===== src/atc_pkg.sv =====
// Constants, field layouts and carrier types of the async 8-bit timer control block
// ==========================================================================
// Notes on behaviour
// - Writing force_compare_a one applies the compare-output action at once; it is a strobe.
// - A forced compare raises no flag and never clears the counter.
// - Force works only in non-PWM modes, reads zero; bits 6:3 read zero.
// - clock_source_select: 0 stop, 1 undivided, 2..7 divide 8/32/64/128/256/1024.
// - counter_value is read/write by software and resets to zero.
// - A counter write suppresses the compare match on the next timer clock.
// - compare_a_value is compared continuously; a match sets the flag and drives output.
// - External clock enabled plus async mode enables the input buffer; async mode without it runs the oscillator.
// - Async select zero runs from the bus clock; one runs from the crystal pin.
// - Changing async select guarantees none of counter, compare or control A.
// - Async select stays one only when the system clock comes from an RC oscillator.
// - Async writes to counter, compare, control A or B set that busy flag until loaded.
// - In async mode counter reads live; compare and controls read their temporary copies.
// - Mask bit 1 enables compare, bit 0 overflow; request needs enable, flag, global bit.
// - compare_a_flag sets on match; clears on vector taken or written one.
// - overflow_flag sets on overflow; clears on vector taken or written one.
// - In phase-correct PWM overflow_flag sets when counting turns at bottom.
// - Non-PWM compare-output codes: 00 off, 01 toggle, 10 clear, 11 set.
// - Modes 0 normal and 2 clear-on-compare are non-PWM; 1 phase-correct, 3 fast PWM.
package atc_pkg;
   // ==========================================================================
   // Register indices; byte address is four times the index
   localparam logic [9:0] IDX_CTRL_A = 10'h025;
   localparam logic [9:0] IDX_CTRL_B = 10'h026;
   localparam logic [9:0] IDX_COUNTER = 10'h027;
   localparam logic [9:0] IDX_COMPARE_A = 10'h028;
   localparam logic [9:0] IDX_ASYNC_STATUS = 10'h029;
   localparam logic [9:0] IDX_IRQ_MASK = 10'h02A;
   localparam logic [9:0] IDX_IRQ_FLAGS = 10'h02B;
   // ==========================================================================
   // Field positions and reset values
   localparam int B_FORCE = 7;
   localparam int B_EXT_CLK = 6;
   localparam int B_ASYNC = 5;
   localparam int B_CNT_BUSY = 4;
   localparam int B_CMP_BUSY = 3;
   localparam int B_CTA_BUSY = 1;
   localparam int B_CTB_BUSY = 0;
   localparam int B_CMP_A = 1;
   localparam int B_OVF = 0;
   localparam logic [7:0] RESET_BYTE = 8'h00;
   localparam logic [7:0] CNT_MAX = 8'hFF;
   localparam logic [7:0] CNT_BOTTOM = 8'h00;
   localparam logic [1:0] RESP_OKAY = 2'h0;
   localparam logic [1:0] RESP_SLVERR = 2'h2;
   // ==========================================================================
   // Prescaler taps
   localparam int PRE_W = 10;
   localparam int DIV_8 = 8;
   localparam int DIV_32 = 32;
   localparam int DIV_64 = 64;
   localparam int DIV_128 = 128;
   localparam int DIV_256 = 256;
   localparam int DIV_1024 = 1024;
   // ==========================================================================
   // Modes and carriers
   typedef enum logic [1:0] {
      WGM_NORMAL = 2'b00,
      WGM_PHASE = 2'b01,
      WGM_CTC = 2'b10,
      WGM_FAST = 2'b11
   } atc_wgm_t;
   typedef enum logic [1:0] {
      COM_OFF = 2'b00,
      COM_TOGGLE = 2'b01,
      COM_CLEAR = 2'b10,
      COM_SET = 2'b11
   } atc_com_t;
   typedef struct packed {
      atc_com_t com;
      logic [3:0] rsvd;
      atc_wgm_t wgm;
   } atc_ctrl_a_t;
   typedef struct packed {
      logic force_cmp;
      logic [3:0] rsvd;
      logic [2:0] cs;
   } atc_ctrl_b_t;
   typedef struct packed {
      logic counter;
      logic compare_a;
      logic control_a;
      logic control_b;
   } atc_busy_t;
endpackage : atc_pkg


===== src/atc_timer.sv =====
// Bus-facing control, prescaler, counter and compare logic of the async 8-bit timer
//
// The AXI4-Lite slave port was decided locally.
`timescale 1ns/10ps
`default_nettype none
module atc_timer
(
   input wire logic aclk,
   input wire logic aresetn,
   input wire logic [11:0] s_axi_awaddr,
   input wire logic s_axi_awvalid,
   output logic s_axi_awready,
   input wire logic [31:0] s_axi_wdata,
   input wire logic [3:0] s_axi_wstrb,
   input wire logic s_axi_wvalid,
   output logic s_axi_wready,
   output logic [1:0] s_axi_bresp,
   output logic s_axi_bvalid,
   input wire logic s_axi_bready,
   input wire logic [11:0] s_axi_araddr,
   input wire logic s_axi_arvalid,
   output logic s_axi_arready,
   output logic [31:0] s_axi_rdata,
   output logic [1:0] s_axi_rresp,
   output logic s_axi_rvalid,
   input wire logic s_axi_rready,
   input wire logic crystal_input_pin,
   input wire logic sysclk_from_rc_osc,
   input wire logic global_irq_enable,
   input wire logic compare_a_vector_taken,
   input wire logic overflow_vector_taken,
   output logic compare_a_output,
   output logic compare_a_output_en,
   output logic ext_clock_buffer_en,
   output logic crystal_osc_en,
   output logic compare_a_irq_req,
   output logic overflow_irq_req
);
   import atc_pkg::*;

   // ==========================================================================
   // Helpers
   function automatic logic [PRE_W-1:0] tap_mask(input logic [2:0] cs);
      case (cs)
         3'h2: tap_mask = PRE_W'(DIV_8 - 1);
         3'h3: tap_mask = PRE_W'(DIV_32 - 1);
         3'h4: tap_mask = PRE_W'(DIV_64 - 1);
         3'h5: tap_mask = PRE_W'(DIV_128 - 1);
         3'h6: tap_mask = PRE_W'(DIV_256 - 1);
         3'h7: tap_mask = PRE_W'(DIV_1024 - 1);
         default: tap_mask = '0;
      endcase
   endfunction : tap_mask

   function automatic logic com_action(input atc_com_t com, input logic cur);
      case (com)
         COM_TOGGLE: com_action = ~cur;
         COM_CLEAR: com_action = 1'b0;
         COM_SET: com_action = 1'b1;
         default: com_action = cur;
      endcase
   endfunction : com_action

   // ==========================================================================
   // Bus slave: write path
   logic aw_have_q, w_have_q;
   logic [9:0] waddr_q;
   logic [7:0] wbyte_q;
   logic wlane_q;
   logic do_write;
   logic w_hit;

   assign do_write = aw_have_q && w_have_q && !s_axi_bvalid;

   always_ff @(posedge aclk)
   begin
      if (!aresetn)
      begin
         aw_have_q <= 1'b0;
         w_have_q <= 1'b0;
         waddr_q <= '0;
         wbyte_q <= RESET_BYTE;
         wlane_q <= 1'b0;
      end
      else
      begin
         if (s_axi_awvalid && s_axi_awready)
         begin
            aw_have_q <= 1'b1;
            waddr_q <= s_axi_awaddr[11:2];
         end
         else if (do_write)
            aw_have_q <= 1'b0;
         if (s_axi_wvalid && s_axi_wready)
         begin
            w_have_q <= 1'b1;
            wbyte_q <= s_axi_wdata[7:0];
            wlane_q <= s_axi_wstrb[0];
         end
         else if (do_write)
            w_have_q <= 1'b0;
      end
   end

   assign w_hit = (waddr_q >= IDX_CTRL_A) && (waddr_q <= IDX_IRQ_FLAGS);

   always_ff @(posedge aclk)
   begin
      if (!aresetn)
      begin
         s_axi_awready <= 1'b0;
         s_axi_wready <= 1'b0;
         s_axi_bvalid <= 1'b0;
         s_axi_bresp <= RESP_OKAY;
      end
      else
      begin
         s_axi_awready <= !aw_have_q && !(s_axi_awvalid && s_axi_awready);
         s_axi_wready <= !w_have_q && !(s_axi_wvalid && s_axi_wready);
         if (do_write)
         begin
            s_axi_bvalid <= 1'b1;
            s_axi_bresp <= w_hit ? RESP_OKAY : RESP_SLVERR;
         end
         else if (s_axi_bready)
            s_axi_bvalid <= 1'b0;
      end
   end

   // Strobes for one-byte register writes
   logic wr_cta, wr_ctb, wr_cnt, wr_cmp, wr_asy, wr_msk, wr_flg;
   assign wr_cta = do_write && wlane_q && (waddr_q == IDX_CTRL_A);
   assign wr_ctb = do_write && wlane_q && (waddr_q == IDX_CTRL_B);
   assign wr_cnt = do_write && wlane_q && (waddr_q == IDX_COUNTER);
   assign wr_cmp = do_write && wlane_q && (waddr_q == IDX_COMPARE_A);
   assign wr_asy = do_write && wlane_q && (waddr_q == IDX_ASYNC_STATUS);
   assign wr_msk = do_write && wlane_q && (waddr_q == IDX_IRQ_MASK);
   assign wr_flg = do_write && wlane_q && (waddr_q == IDX_IRQ_FLAGS);

   // ==========================================================================
   // Clock source and async status
   logic async_q, ext_clk_q, xtal_d_q;
   logic xtal_edge, src_tick, timer_tick;
   logic [PRE_W-1:0] pre_q;

   always_ff @(posedge aclk)
   begin
      if (!aresetn)
      begin
         async_q <= 1'b0;
         ext_clk_q <= 1'b0;
      end
      else if (wr_asy)
      begin
         ext_clk_q <= wbyte_q[B_EXT_CLK];
         // Switching leaves counter, compare and control A as they stand
         async_q <= wbyte_q[B_ASYNC] && sysclk_from_rc_osc;
      end
      else
         async_q <= async_q && sysclk_from_rc_osc;
   end

   always_ff @(posedge aclk)
   begin
      if (!aresetn)
      begin
         xtal_d_q <= 1'b0;
         ext_clock_buffer_en <= 1'b0;
         crystal_osc_en <= 1'b0;
      end
      else
      begin
         xtal_d_q <= crystal_input_pin;
         ext_clock_buffer_en <= ext_clk_q && async_q;
         crystal_osc_en <= async_q && !ext_clk_q;
      end
   end

   // Crystal and external clock both arrive on the same pin here
   assign xtal_edge = crystal_input_pin && !xtal_d_q;
   assign src_tick = async_q ? xtal_edge : 1'b1;

   always_ff @(posedge aclk)
   begin
      if (!aresetn)
         pre_q <= '0;
      else if (src_tick)
         pre_q <= pre_q + 1'b1;
   end

   // ==========================================================================
   // Temporary copies and live registers
   atc_ctrl_a_t cta_tmp_q, cta_q;
   atc_ctrl_b_t ctb_tmp_q, ctb_q;
   logic [7:0] cmp_tmp_q, cmp_q, cnt_tmp_q;
   atc_busy_t busy_q;
   logic ld_cta, ld_ctb, ld_cmp, ld_cnt;

   // Busy copies load on the next crystal edge, which acts as acknowledge
   assign ld_cta = async_q ? (busy_q.control_a && xtal_edge) : wr_cta;
   assign ld_ctb = async_q ? (busy_q.control_b && xtal_edge) : wr_ctb;
   assign ld_cmp = async_q ? (busy_q.compare_a && xtal_edge) : wr_cmp;
   assign ld_cnt = async_q ? (busy_q.counter && xtal_edge) : wr_cnt;

   always_ff @(posedge aclk)
   begin
      if (!aresetn)
      begin
         cta_tmp_q <= '0;
         ctb_tmp_q <= '0;
         cmp_tmp_q <= RESET_BYTE;
         cnt_tmp_q <= RESET_BYTE;
      end
      else
      begin
         if (wr_cta)
            cta_tmp_q <= atc_ctrl_a_t'({wbyte_q[7:6], 4'h0, wbyte_q[1:0]});
         if (wr_ctb)
            ctb_tmp_q <= atc_ctrl_b_t'({wbyte_q[B_FORCE], 4'h0, wbyte_q[2:0]});
         if (wr_cmp)
            cmp_tmp_q <= wbyte_q;
         if (wr_cnt)
            cnt_tmp_q <= wbyte_q;
      end
   end

   // A write while busy reloads the copy; the value may tear, as warned
   always_ff @(posedge aclk)
   begin
      if (!aresetn)
         busy_q <= '0;
      else
      begin
         busy_q.counter <= async_q && (wr_cnt || (busy_q.counter && !xtal_edge));
         busy_q.compare_a <= async_q && (wr_cmp || (busy_q.compare_a && !xtal_edge));
         busy_q.control_a <= async_q && (wr_cta || (busy_q.control_a && !xtal_edge));
         busy_q.control_b <= async_q && (wr_ctb || (busy_q.control_b && !xtal_edge));
      end
   end

   // Sync mode takes the bus byte, async mode the held copy
   always_ff @(posedge aclk)
   begin
      if (!aresetn)
      begin
         cta_q <= '0;
         ctb_q <= '0;
         cmp_q <= RESET_BYTE;
      end
      else
      begin
         if (ld_cta)
            cta_q <= async_q ? cta_tmp_q :
               atc_ctrl_a_t'({wbyte_q[7:6], 4'h0, wbyte_q[1:0]});
         if (ld_ctb)
            ctb_q <= async_q ? ctb_tmp_q :
               atc_ctrl_b_t'({wbyte_q[B_FORCE], 4'h0, wbyte_q[2:0]});
         if (ld_cmp)
            cmp_q <= async_q ? cmp_tmp_q : wbyte_q;
      end
   end

   // ==========================================================================
   // Counter, direction and compare
   logic [7:0] cnt_q, cnt_next;
   logic down_q, block_q, hit, ovf, force_now, non_pwm;

   assign timer_tick = src_tick && (ctb_q.cs != 3'h0)
      && ((pre_q & tap_mask(ctb_q.cs)) == tap_mask(ctb_q.cs));
   assign non_pwm = (cta_q.wgm == WGM_NORMAL) || (cta_q.wgm == WGM_CTC);
   assign hit = timer_tick && (cnt_q == cmp_q) && !block_q;
   assign force_now = ld_ctb && non_pwm
      && (async_q ? ctb_tmp_q.force_cmp : wbyte_q[B_FORCE]);

   always_comb
   begin
      case (cta_q.wgm)
         WGM_CTC: cnt_next = hit ? CNT_BOTTOM : cnt_q + 8'h01;
         WGM_PHASE:
            if (down_q)
               cnt_next = (cnt_q == CNT_BOTTOM) ? cnt_q + 8'h01 : cnt_q - 8'h01;
            else
               cnt_next = (cnt_q == CNT_MAX) ? cnt_q - 8'h01 : cnt_q + 8'h01;
         default: cnt_next = cnt_q + 8'h01;
      endcase
   end

   assign ovf = timer_tick && ((cta_q.wgm == WGM_PHASE) ?
      (down_q && cnt_q == CNT_BOTTOM) : (cnt_q == CNT_MAX));

   always_ff @(posedge aclk)
   begin
      if (!aresetn)
      begin
         cnt_q <= RESET_BYTE;
         down_q <= 1'b0;
      end
      else if (ld_cnt)
         cnt_q <= async_q ? cnt_tmp_q : wbyte_q;
      else if (timer_tick)
      begin
         cnt_q <= cnt_next;
         if (cta_q.wgm != WGM_PHASE)
            down_q <= 1'b0;
         else if (cnt_q == CNT_MAX)
            down_q <= 1'b1;
         else if (cnt_q == CNT_BOTTOM)
            down_q <= 1'b0;
      end
   end

   // Blocks the match on the first timer clock after a counter load
   always_ff @(posedge aclk)
   begin
      if (!aresetn)
         block_q <= 1'b0;
      else if (ld_cnt)
         block_q <= 1'b1;
      else if (timer_tick)
         block_q <= 1'b0;
   end

   // ==========================================================================
   // Waveform output
   always_ff @(posedge aclk)
   begin
      if (!aresetn)
      begin
         compare_a_output <= 1'b0;
         compare_a_output_en <= 1'b0;
      end
      else
      begin
         compare_a_output_en <= (cta_q.com != COM_OFF);
         if (non_pwm)
         begin
            if (hit || force_now)
               compare_a_output <= com_action(cta_q.com, compare_a_output);
         end
         else if (cta_q.com[1])
         begin
            // Mode bit 0 picks set or clear; PWM force is ignored
            if (hit)
               compare_a_output <= cta_q.com[0] ^ (cta_q.wgm == WGM_PHASE && down_q);
            else if (cta_q.wgm == WGM_FAST && timer_tick && cnt_q == CNT_MAX)
               compare_a_output <= !cta_q.com[0];
         end
      end
   end

   // ==========================================================================
   // Flags, mask and requests
   logic [1:0] mask_q, flag_q;

   always_ff @(posedge aclk)
   begin
      if (!aresetn)
         mask_q <= 2'h0;
      else if (wr_msk)
         mask_q <= wbyte_q[1:0];
   end

   // Hardware set wins over a same-cycle clear
   always_ff @(posedge aclk)
   begin
      if (!aresetn)
         flag_q <= 2'h0;
      else
      begin
         flag_q[B_CMP_A] <= hit || (flag_q[B_CMP_A] && !compare_a_vector_taken
            && !(wr_flg && wbyte_q[B_CMP_A]));
         flag_q[B_OVF] <= ovf || (flag_q[B_OVF] && !overflow_vector_taken
            && !(wr_flg && wbyte_q[B_OVF]));
      end
   end

   always_ff @(posedge aclk)
   begin
      if (!aresetn)
      begin
         compare_a_irq_req <= 1'b0;
         overflow_irq_req <= 1'b0;
      end
      else
      begin
         compare_a_irq_req <= flag_q[B_CMP_A] && mask_q[B_CMP_A] && global_irq_enable;
         overflow_irq_req <= flag_q[B_OVF] && mask_q[B_OVF] && global_irq_enable;
      end
   end

   // ==========================================================================
   // Bus slave: read path
   logic [7:0] rd_byte;
   logic rd_hit;

   always_comb
   begin
      rd_hit = 1'b1;
      case (s_axi_araddr[11:2])
         IDX_CTRL_A: rd_byte = cta_tmp_q;
         IDX_CTRL_B: rd_byte = {5'h00, ctb_tmp_q.cs};
         IDX_COUNTER: rd_byte = cnt_q;
         IDX_COMPARE_A: rd_byte = cmp_tmp_q;
         IDX_ASYNC_STATUS: rd_byte = {1'b0, ext_clk_q, async_q, busy_q.counter,
            busy_q.compare_a, 1'b0, busy_q.control_a, busy_q.control_b};
         IDX_IRQ_MASK: rd_byte = {6'h00, mask_q};
         IDX_IRQ_FLAGS: rd_byte = {6'h00, flag_q};
         default:
         begin
            rd_byte = 8'h00;
            rd_hit = 1'b0;
         end
      endcase
   end

   always_ff @(posedge aclk)
   begin
      if (!aresetn)
      begin
         s_axi_arready <= 1'b0;
         s_axi_rvalid <= 1'b0;
         s_axi_rdata <= 32'h00000000;
         s_axi_rresp <= RESP_OKAY;
      end
      else
      begin
         s_axi_arready <= !s_axi_rvalid && !(s_axi_arvalid && s_axi_arready);
         if (s_axi_arvalid && s_axi_arready)
         begin
            s_axi_rvalid <= 1'b1;
            s_axi_rdata <= {24'h000000, rd_byte};
            s_axi_rresp <= rd_hit ? RESP_OKAY : RESP_SLVERR;
         end
         else if (s_axi_rready)
            s_axi_rvalid <= 1'b0;
      end
   end
endmodule : atc_timer
`default_nettype wire


===== config.mk =====
export PLATFORM = sky130hd
export DESIGN_NAME = atc_timer
export DESIGN_NICKNAME = d
export VERILOG_FILES = /design/src/atc_pkg.sv /design/src/atc_timer.sv
export SDC_FILE = /design/constraint.sdc
export NUM_CORES = 1
export LEC_CHECK = 0
export BUFFER_PORTS_ARGS = -buffer_cell sky130_fd_sc_hd__buf_2
export CAP_MARGIN = 0
export CORE_UTILIZATION = 50
export DETAILED_ROUTE_END_ITERATION = 10
export PLACE_DENSITY = 0.77
export SLEW_MARGIN = 15
export SYNTH_ARGS = -nofsm -noshare
export SYNTH_HDL_FRONTEND = slang
export SYNTH_SLANG_ARGS = --single-unit
export TNS_END_PERCENT = 100

===== constraint.sdc =====
create_clock -name aclk -period 2.13 [get_ports aclk]
set_clock_uncertainty 0.05 [all_clocks]
set_input_delay 0.426 -clock aclk [delete_from_list [all_inputs] [get_ports aclk]]
set_output_delay 0.426 -clock aclk [all_outputs]
set_load 0.01 [all_outputs]

== Word level (Yosys, flattened, before mapping) ==
Index checks and enable logic that the tools add are counted.

* Register bits after elaboration: 114
* Input bits: 72
* Output and inout port bits: 47
* Word-level logic and storage cells: 219

* Add/subtract/negate cells: 3
* Magnitude comparators: 2
* Eq/ne operators: 32
* Mux-type cells: 42
* Bitwise gates (word level): 4
* Reductions and logical operators: 94

{| class="wikitable"
|+ Operator list
! cell !! number
|-
| 10-bit by 6-bit equality test with 1-bit output, second input constant || 14
|-
| 8-bit two-way mux || 9
|-
| 10-bit case mux with 6 select lines || 1
|-
| 8-bit case mux with 7 select lines || 1
|-
| 1-bit logical AND || 55
|-
| 1-bit two-way mux || 26
|-
| 1-bit logical NOT || 16
|-
| 8-bit case mux with 2 select lines || 1
|-
| 2-bit nonzero test || 7
|-
| 3-bit equality test, second input constant || 4
|-
| 10-bit by 1-bit adder with 10-bit output, second input constant || 1
|-
| 10-bit bitwise AND || 1
|-
| 10-bit equality test || 1
|-
| 10-bit by 6-bit >= comparator with 1-bit output, second input constant || 1
|-
| 10-bit by 6-bit less-or-equal comparator with 1-bit output, second input constant || 1
|-
| 3-bit nonzero test || 3
|-
| 8-bit by 1-bit adder with 8-bit output, second input constant || 1
|-
| 2-bit equality test, second input constant || 4
|-
| 8-bit equality test || 1
|-
| 8-bit equality test, second input constant || 1
|-
| 8-bit logical NOT || 1
|-
| 1-bit logical OR || 8
|-
| 8-bit by 1-bit subtractor with 8-bit output, second input constant || 1
|-
| 7-bit OR reduction || 1
|-
| other kinds (12) || 17
|}

== Longest topological paths before layout ==
* Depth in word-level cells: 11
* Mapped depth: 9
* Depth with buffers taken out: 8

== Least setup slack after synthesis ==
OpenSTA, ideal clock, no wires.

* Path kind: flip-flop to flip-flop
* From: register cnt_q[0]
* To: register compare_a_output
* Setup time: 0.122 ns
* Data arrival time: 2.007 ns
* Required time: 1.958 ns
* Setup slack: -0.049 ns
* Stages on the path, launching flop included: 8
* Buffers on the path: 1
* Period minus slack after synthesis: 2.179 ns
* Cell sequence: dfxtp_1 -> buf_2 -> xor2_1 -> or4_1 -> or3_4 -> a221oi_2 -> nor2_1 -> o311a_1

* Cells in the longest elaborated chain, start to end: 6
* Elaborated cells between the ends (all ways): 12
* Those cells by class: 3 x eq/ne; 3 x mux; 6 x reduce/logical

{| class="wikitable"
|+ Ends and longest elaborated chain
! element !! RTL line !! text
|-
| start, declared || atc_timer.sv:265 || <nowiki>logic [7:0] cnt_q, cnt_next;</nowiki>
|-
| start signal, assigned || atc_timer.sv:299 || <nowiki>cnt_q <= async_q ? cnt_tmp_q : wbyte_q;</nowiki>
|-
| start signal, assigned || atc_timer.sv:302 || <nowiki>cnt_q <= cnt_next;</nowiki>
|-
| 8-bit equality test || atc_timer.sv:271 || <nowiki>assign hit = timer_tick && (cnt_q == cmp_q) && !block_q;</nowiki>
|-
| 1-bit logical AND (2 in series) || atc_timer.sv:271 ||
|-
| 1-bit logical OR / 1-bit two-way mux (equally long branches) || atc_timer.sv:337, atc_timer.sv:343 ||
|-
| 2-bit by 1-bit != test with 1-bit output (no line) / 1-bit two-way mux (equally long branches) || - ||
|-
| 4-bit AND reduction (no line) / 1-bit two-way mux (equally long branches) || - ||
|-
| end signal, assigned || atc_timer.sv:338 || <nowiki>compare_a_output <= com_action(cta_q.com, compare_a_output);</nowiki>
|-
| end signal, assigned || atc_timer.sv:344 || <nowiki>compare_a_output <= cta_q.com[0] ^ (cta_q.wgm == WGM_PHASE && down_q);</nowiki>
|-
| end signal, assigned || atc_timer.sv:346 || <nowiki>compare_a_output <= !cta_q.com[0];</nowiki>
|-
| end, declared || atc_timer.sv:32 || <nowiki>output logic compare_a_output,</nowiki>
|}

Parallel ways exist; a longest one is shown, timed or not. The select of a mux whose other input is x is not followed.
A chain may end at the register's enable or synchronous reset.

== Worst setup path in the final report ==
* From: register cnt_q[2]
* To: register cnt_q[4]

* Cells in the longest elaborated chain, start to end: 7
* Elaborated cells between the ends (all ways): 14
* Those cells by class: 2 x add/sub; 2 x eq/ne; 7 x mux; 3 x reduce/logical

{| class="wikitable"
|+ Ends and longest elaborated chain
! element !! RTL line !! text
|-
| parallel branches: the longest is 4 deep, another holds 8-bit by 1-bit adder with 8-bit output || - ||
|-
| 8-bit case mux with 2 select lines * || atc_timer.sv:277 || <nowiki>case (cta_q.wgm)</nowiki>
|-
| 8-bit two-way mux * || atc_timer.sv:300 || <nowiki>else if (timer_tick)</nowiki>
|-
| 8-bit two-way mux * || atc_timer.sv:298 || <nowiki>else if (ld_cnt)</nowiki>
|}

Every way passes the cells marked *. The select of a mux whose other input is x is not followed.

==> results.json <==
{
  "status": "complete, but fails checks",
  "violations": "setup timing",
  "synthFlopType": "dfxtp_1",
  "rows": 38,
  "grt_pass1_wl_um": 25800,
  "clk_latency_ps": 350,
  "powerDensity_nw_per_um2": 592,
  "synth-edff-count": 0,
  "max_freq_mhz": 452,
  "worst_pin_slew_ps": 666,
  "synth_top_area_cell": "dfxtp_1",
  "pin_count": 119,
  "ys_seq_area_share_pct": 38.8,
  "synth_top_cell_area_share_pct": 38.8,
  "yosysMostFrequentCell": "dfxtp_1",
  "clk_pin_slew_ps": 80,
  "ys_async_sr_fraction_pct": 0,
  "final_util_pct": 64.6,
  "cts_made_buffers": 9,
  "hold_start": "s_axi_wdata[6]",
  "start_kind": "flip-flop",
  "dieWidth_um": 109,
  "max_stage_delay_ps": 550,
  "cts_sinks": 112,
  "wl_per_cell_um": 16.8,
  "drtIter0Drc": 561,
  "syn_area_um2": 5780,
  "cts_root_buffer": "clkbuf_16",
  "finalHoldViolCount": 0,
  "p_leak_nw": 2.93,
  "power_mw": 4.22,
  "grt_start_max_net_pins": 47,
  "track_usage_pct": 28.0,
  "die_h_um": 109,
  "port_buffers": 61,
  "arrival_ps": 2380,
  "vdd.ir_drop.worst_mv": 0.444,
  "post-route-min-period_ps": 2210,
  "path_buf_inv": 0,
  "start_util_pct": 52.4,
  "dp_slack_ps": -336,
  "totalWireLength_um": 16300,
  "cap_violations": 0,
  "cts-htree-levels": 3,
  "antenna_found_initial": 0,
  "worstSetupPathType": "reg2reg",
  "slew_headroom_pct": 55.6,
  "slowest_stage": "or4_4",
  "ys_top_cells_by_count": "dfxtp_1, nand2_1, a21oi_1",
  "detail-route-antenna-nets": 0,
  "grt_pass1_vias": 5280,
  "place_congestion": 0.891,
  "syn_inst": 705,
  "antenna_cells": 0,
  "vias_per_cell": 5.79,
  "num_vias": 5603,
  "synth.avg_cell_area_um2": 8.19,
  "cts_buffer_depth": 2,
  "drc": 0,
  "cp_top_family": "simple AND/OR/NAND/NOR gates",
  "finalNetCount": 904,
  "grt_remaining_overflow": 0,
  "whs_ps": 256,
  "detailed_place_hpwl_um": 11900,
  "dr.pass1.iters": 8,
  "area_growth_pct": 23.3,
  "ys_top_cells_by_area": "dfxtp_1, a21oi_1, nand2_1",
  "hold_buffers": 0,
  "drive_gt1_share_pct": 25.3,
  "slew_viol_final": 0,
  "yosys_warnings": 0,
  "rsz0062_at_grt": "yes",
  "finalSetupViolations": 7,
  "cts_tree": "done",
  "synth-seq-cells": 112,
  "reg2reg_from": "cnt_q[2]",
  "path_max_fanout": 5,
  "min_path_type": "in2reg",
  "path_cells": "xor2_1 > or4_4 > or3_4 > a21o_4 > a221oi_2 > a311oi_1",
  "crit_start": "cnt_q[2]",
  "dieArea_um2": 12000,
  "final.setup.worst_slack_ps": -80.6,
  "fillers": 907,
  "fin_crit_sh_pct": 104,
  "end_kind": "flip-flop",
  "synth.distinct_cells": 67,
  "coreArea_um2": 11000,
  "crit_required_ps": 2300
}
cell families (layout without fill, tap and decap cells):
group / after synthesis / after routing / share of synthesized area, %
buf+inv: 79 / 176 / 7.21
other cells: 1 / 26 / 0.0649
mux: 24 / 24 / 4.22
xor+xnor: 22 / 22 / 3.34
fa+ha+maj: 10 / 10 / 2.17
compound gates: 186 / 186 / 21.2
simple gates: 271 / 271 / 22.9
flops: 112 / 112 / 38.8
metal layers:
metal	share of wire, %	GRT usage, %
met1	42	35.1
met3	6.1	3.85
met4	3.7	13.2
met5	0	0
met2	48	47.6
sequential cells by signal, summed over array words and instances, names as in the netlist, 8 cells and up:
signal and count:
cnt_q 8, wbyte_q 8, cmp_tmp_q 8, waddr_q 10, s_axi_rdata 8, cmp_q 8, pre_q 10, cnt_tmp_q 8
worst min-delay path, cell delays in order:
cell and delay (ps):
buf_2 100, nand2_1 50, a21oi_1 50
report_power, final:
part	switching (mW)	internal (mW)	total, mW
registers	0.0307	2.12	2.15
logic	0.172	0.104	0.275
clock network	0.851	0.939	1.79
total	1.05	3.17	4.22
cell type report:
| cell class | instances | area (um^2) | area share, % |
|---|---|---|---|
| timing repair buffer | 144 | 977 | 13.7 |
| multi-input combinational | 539 | 3350 | 47.0 |
| sequential | 112 | 2250 | 31.6 |
| clock inverter | 7 | 85.1 | 1.19 |
| clock buffer | 9 | 225 | 3.16 |
| inverter | 16 | 60.1 | 0.843 |
| tap | 140 | 175 | 2.46 |
what timing repair did:
action	in CTS	in global routing
endpoints found under the hold margin	0	0
pin swaps	26	6
setup buffers	7	4
gates resized for setup	32	9
endpoints found under the setup margin	12	19
through the flow:
step | cells | instance area [um^2] | TNS [ps]
2_1_floorplan | 730 | 5880 | -29.6
5_1_grt | 967 | 7120 | -1220
4_1_cts | 963 | 7060 | -406
6_report | 967 | 7120 | -455
3_3_place_gp | 940 | 6570 | -832
3_5_place_dp | 940 | 6570 | -1450
layout by cell type, fill, tap and decap left out, types with 4 or more instances in the layout:
master and n:
buf_4 77, clkbuf_16 9, xnor2_1 13, nor3_1 7, o21a_1 5, inv_1 14, conb_1 26, o22ai_1 4
nor2b_1 16, nor2_1 65, mux2i_1 21, o21ai_1 5, a22oi_1 4, ha_1 9, dfxtp_1 108, buf_2 61
a311oi_1 4, nand4_1 9, and3_1 10, a21oi_1 81, a22o_1 5, o21ai_0 18, nand2_1 92, nand3_1 23
a31oi_1 5, and4_1 4, nand2b_1 9, a211oi_1 17, a211oi_2 6, and2_1 6, xor2_1 9
final timing paths:
path / slack, ps / depth (start not counted) / endpoint
worst max-delay path: -80 / 6 / cnt_q[4]
worst max register to register: -80 / 6 / cnt_q[4]
worst min-delay path: 260 / 3 / wbyte_q[6]
worst min register to register: 400 / 1 / s_axi_arready
(Power assumes the default switching activity.)
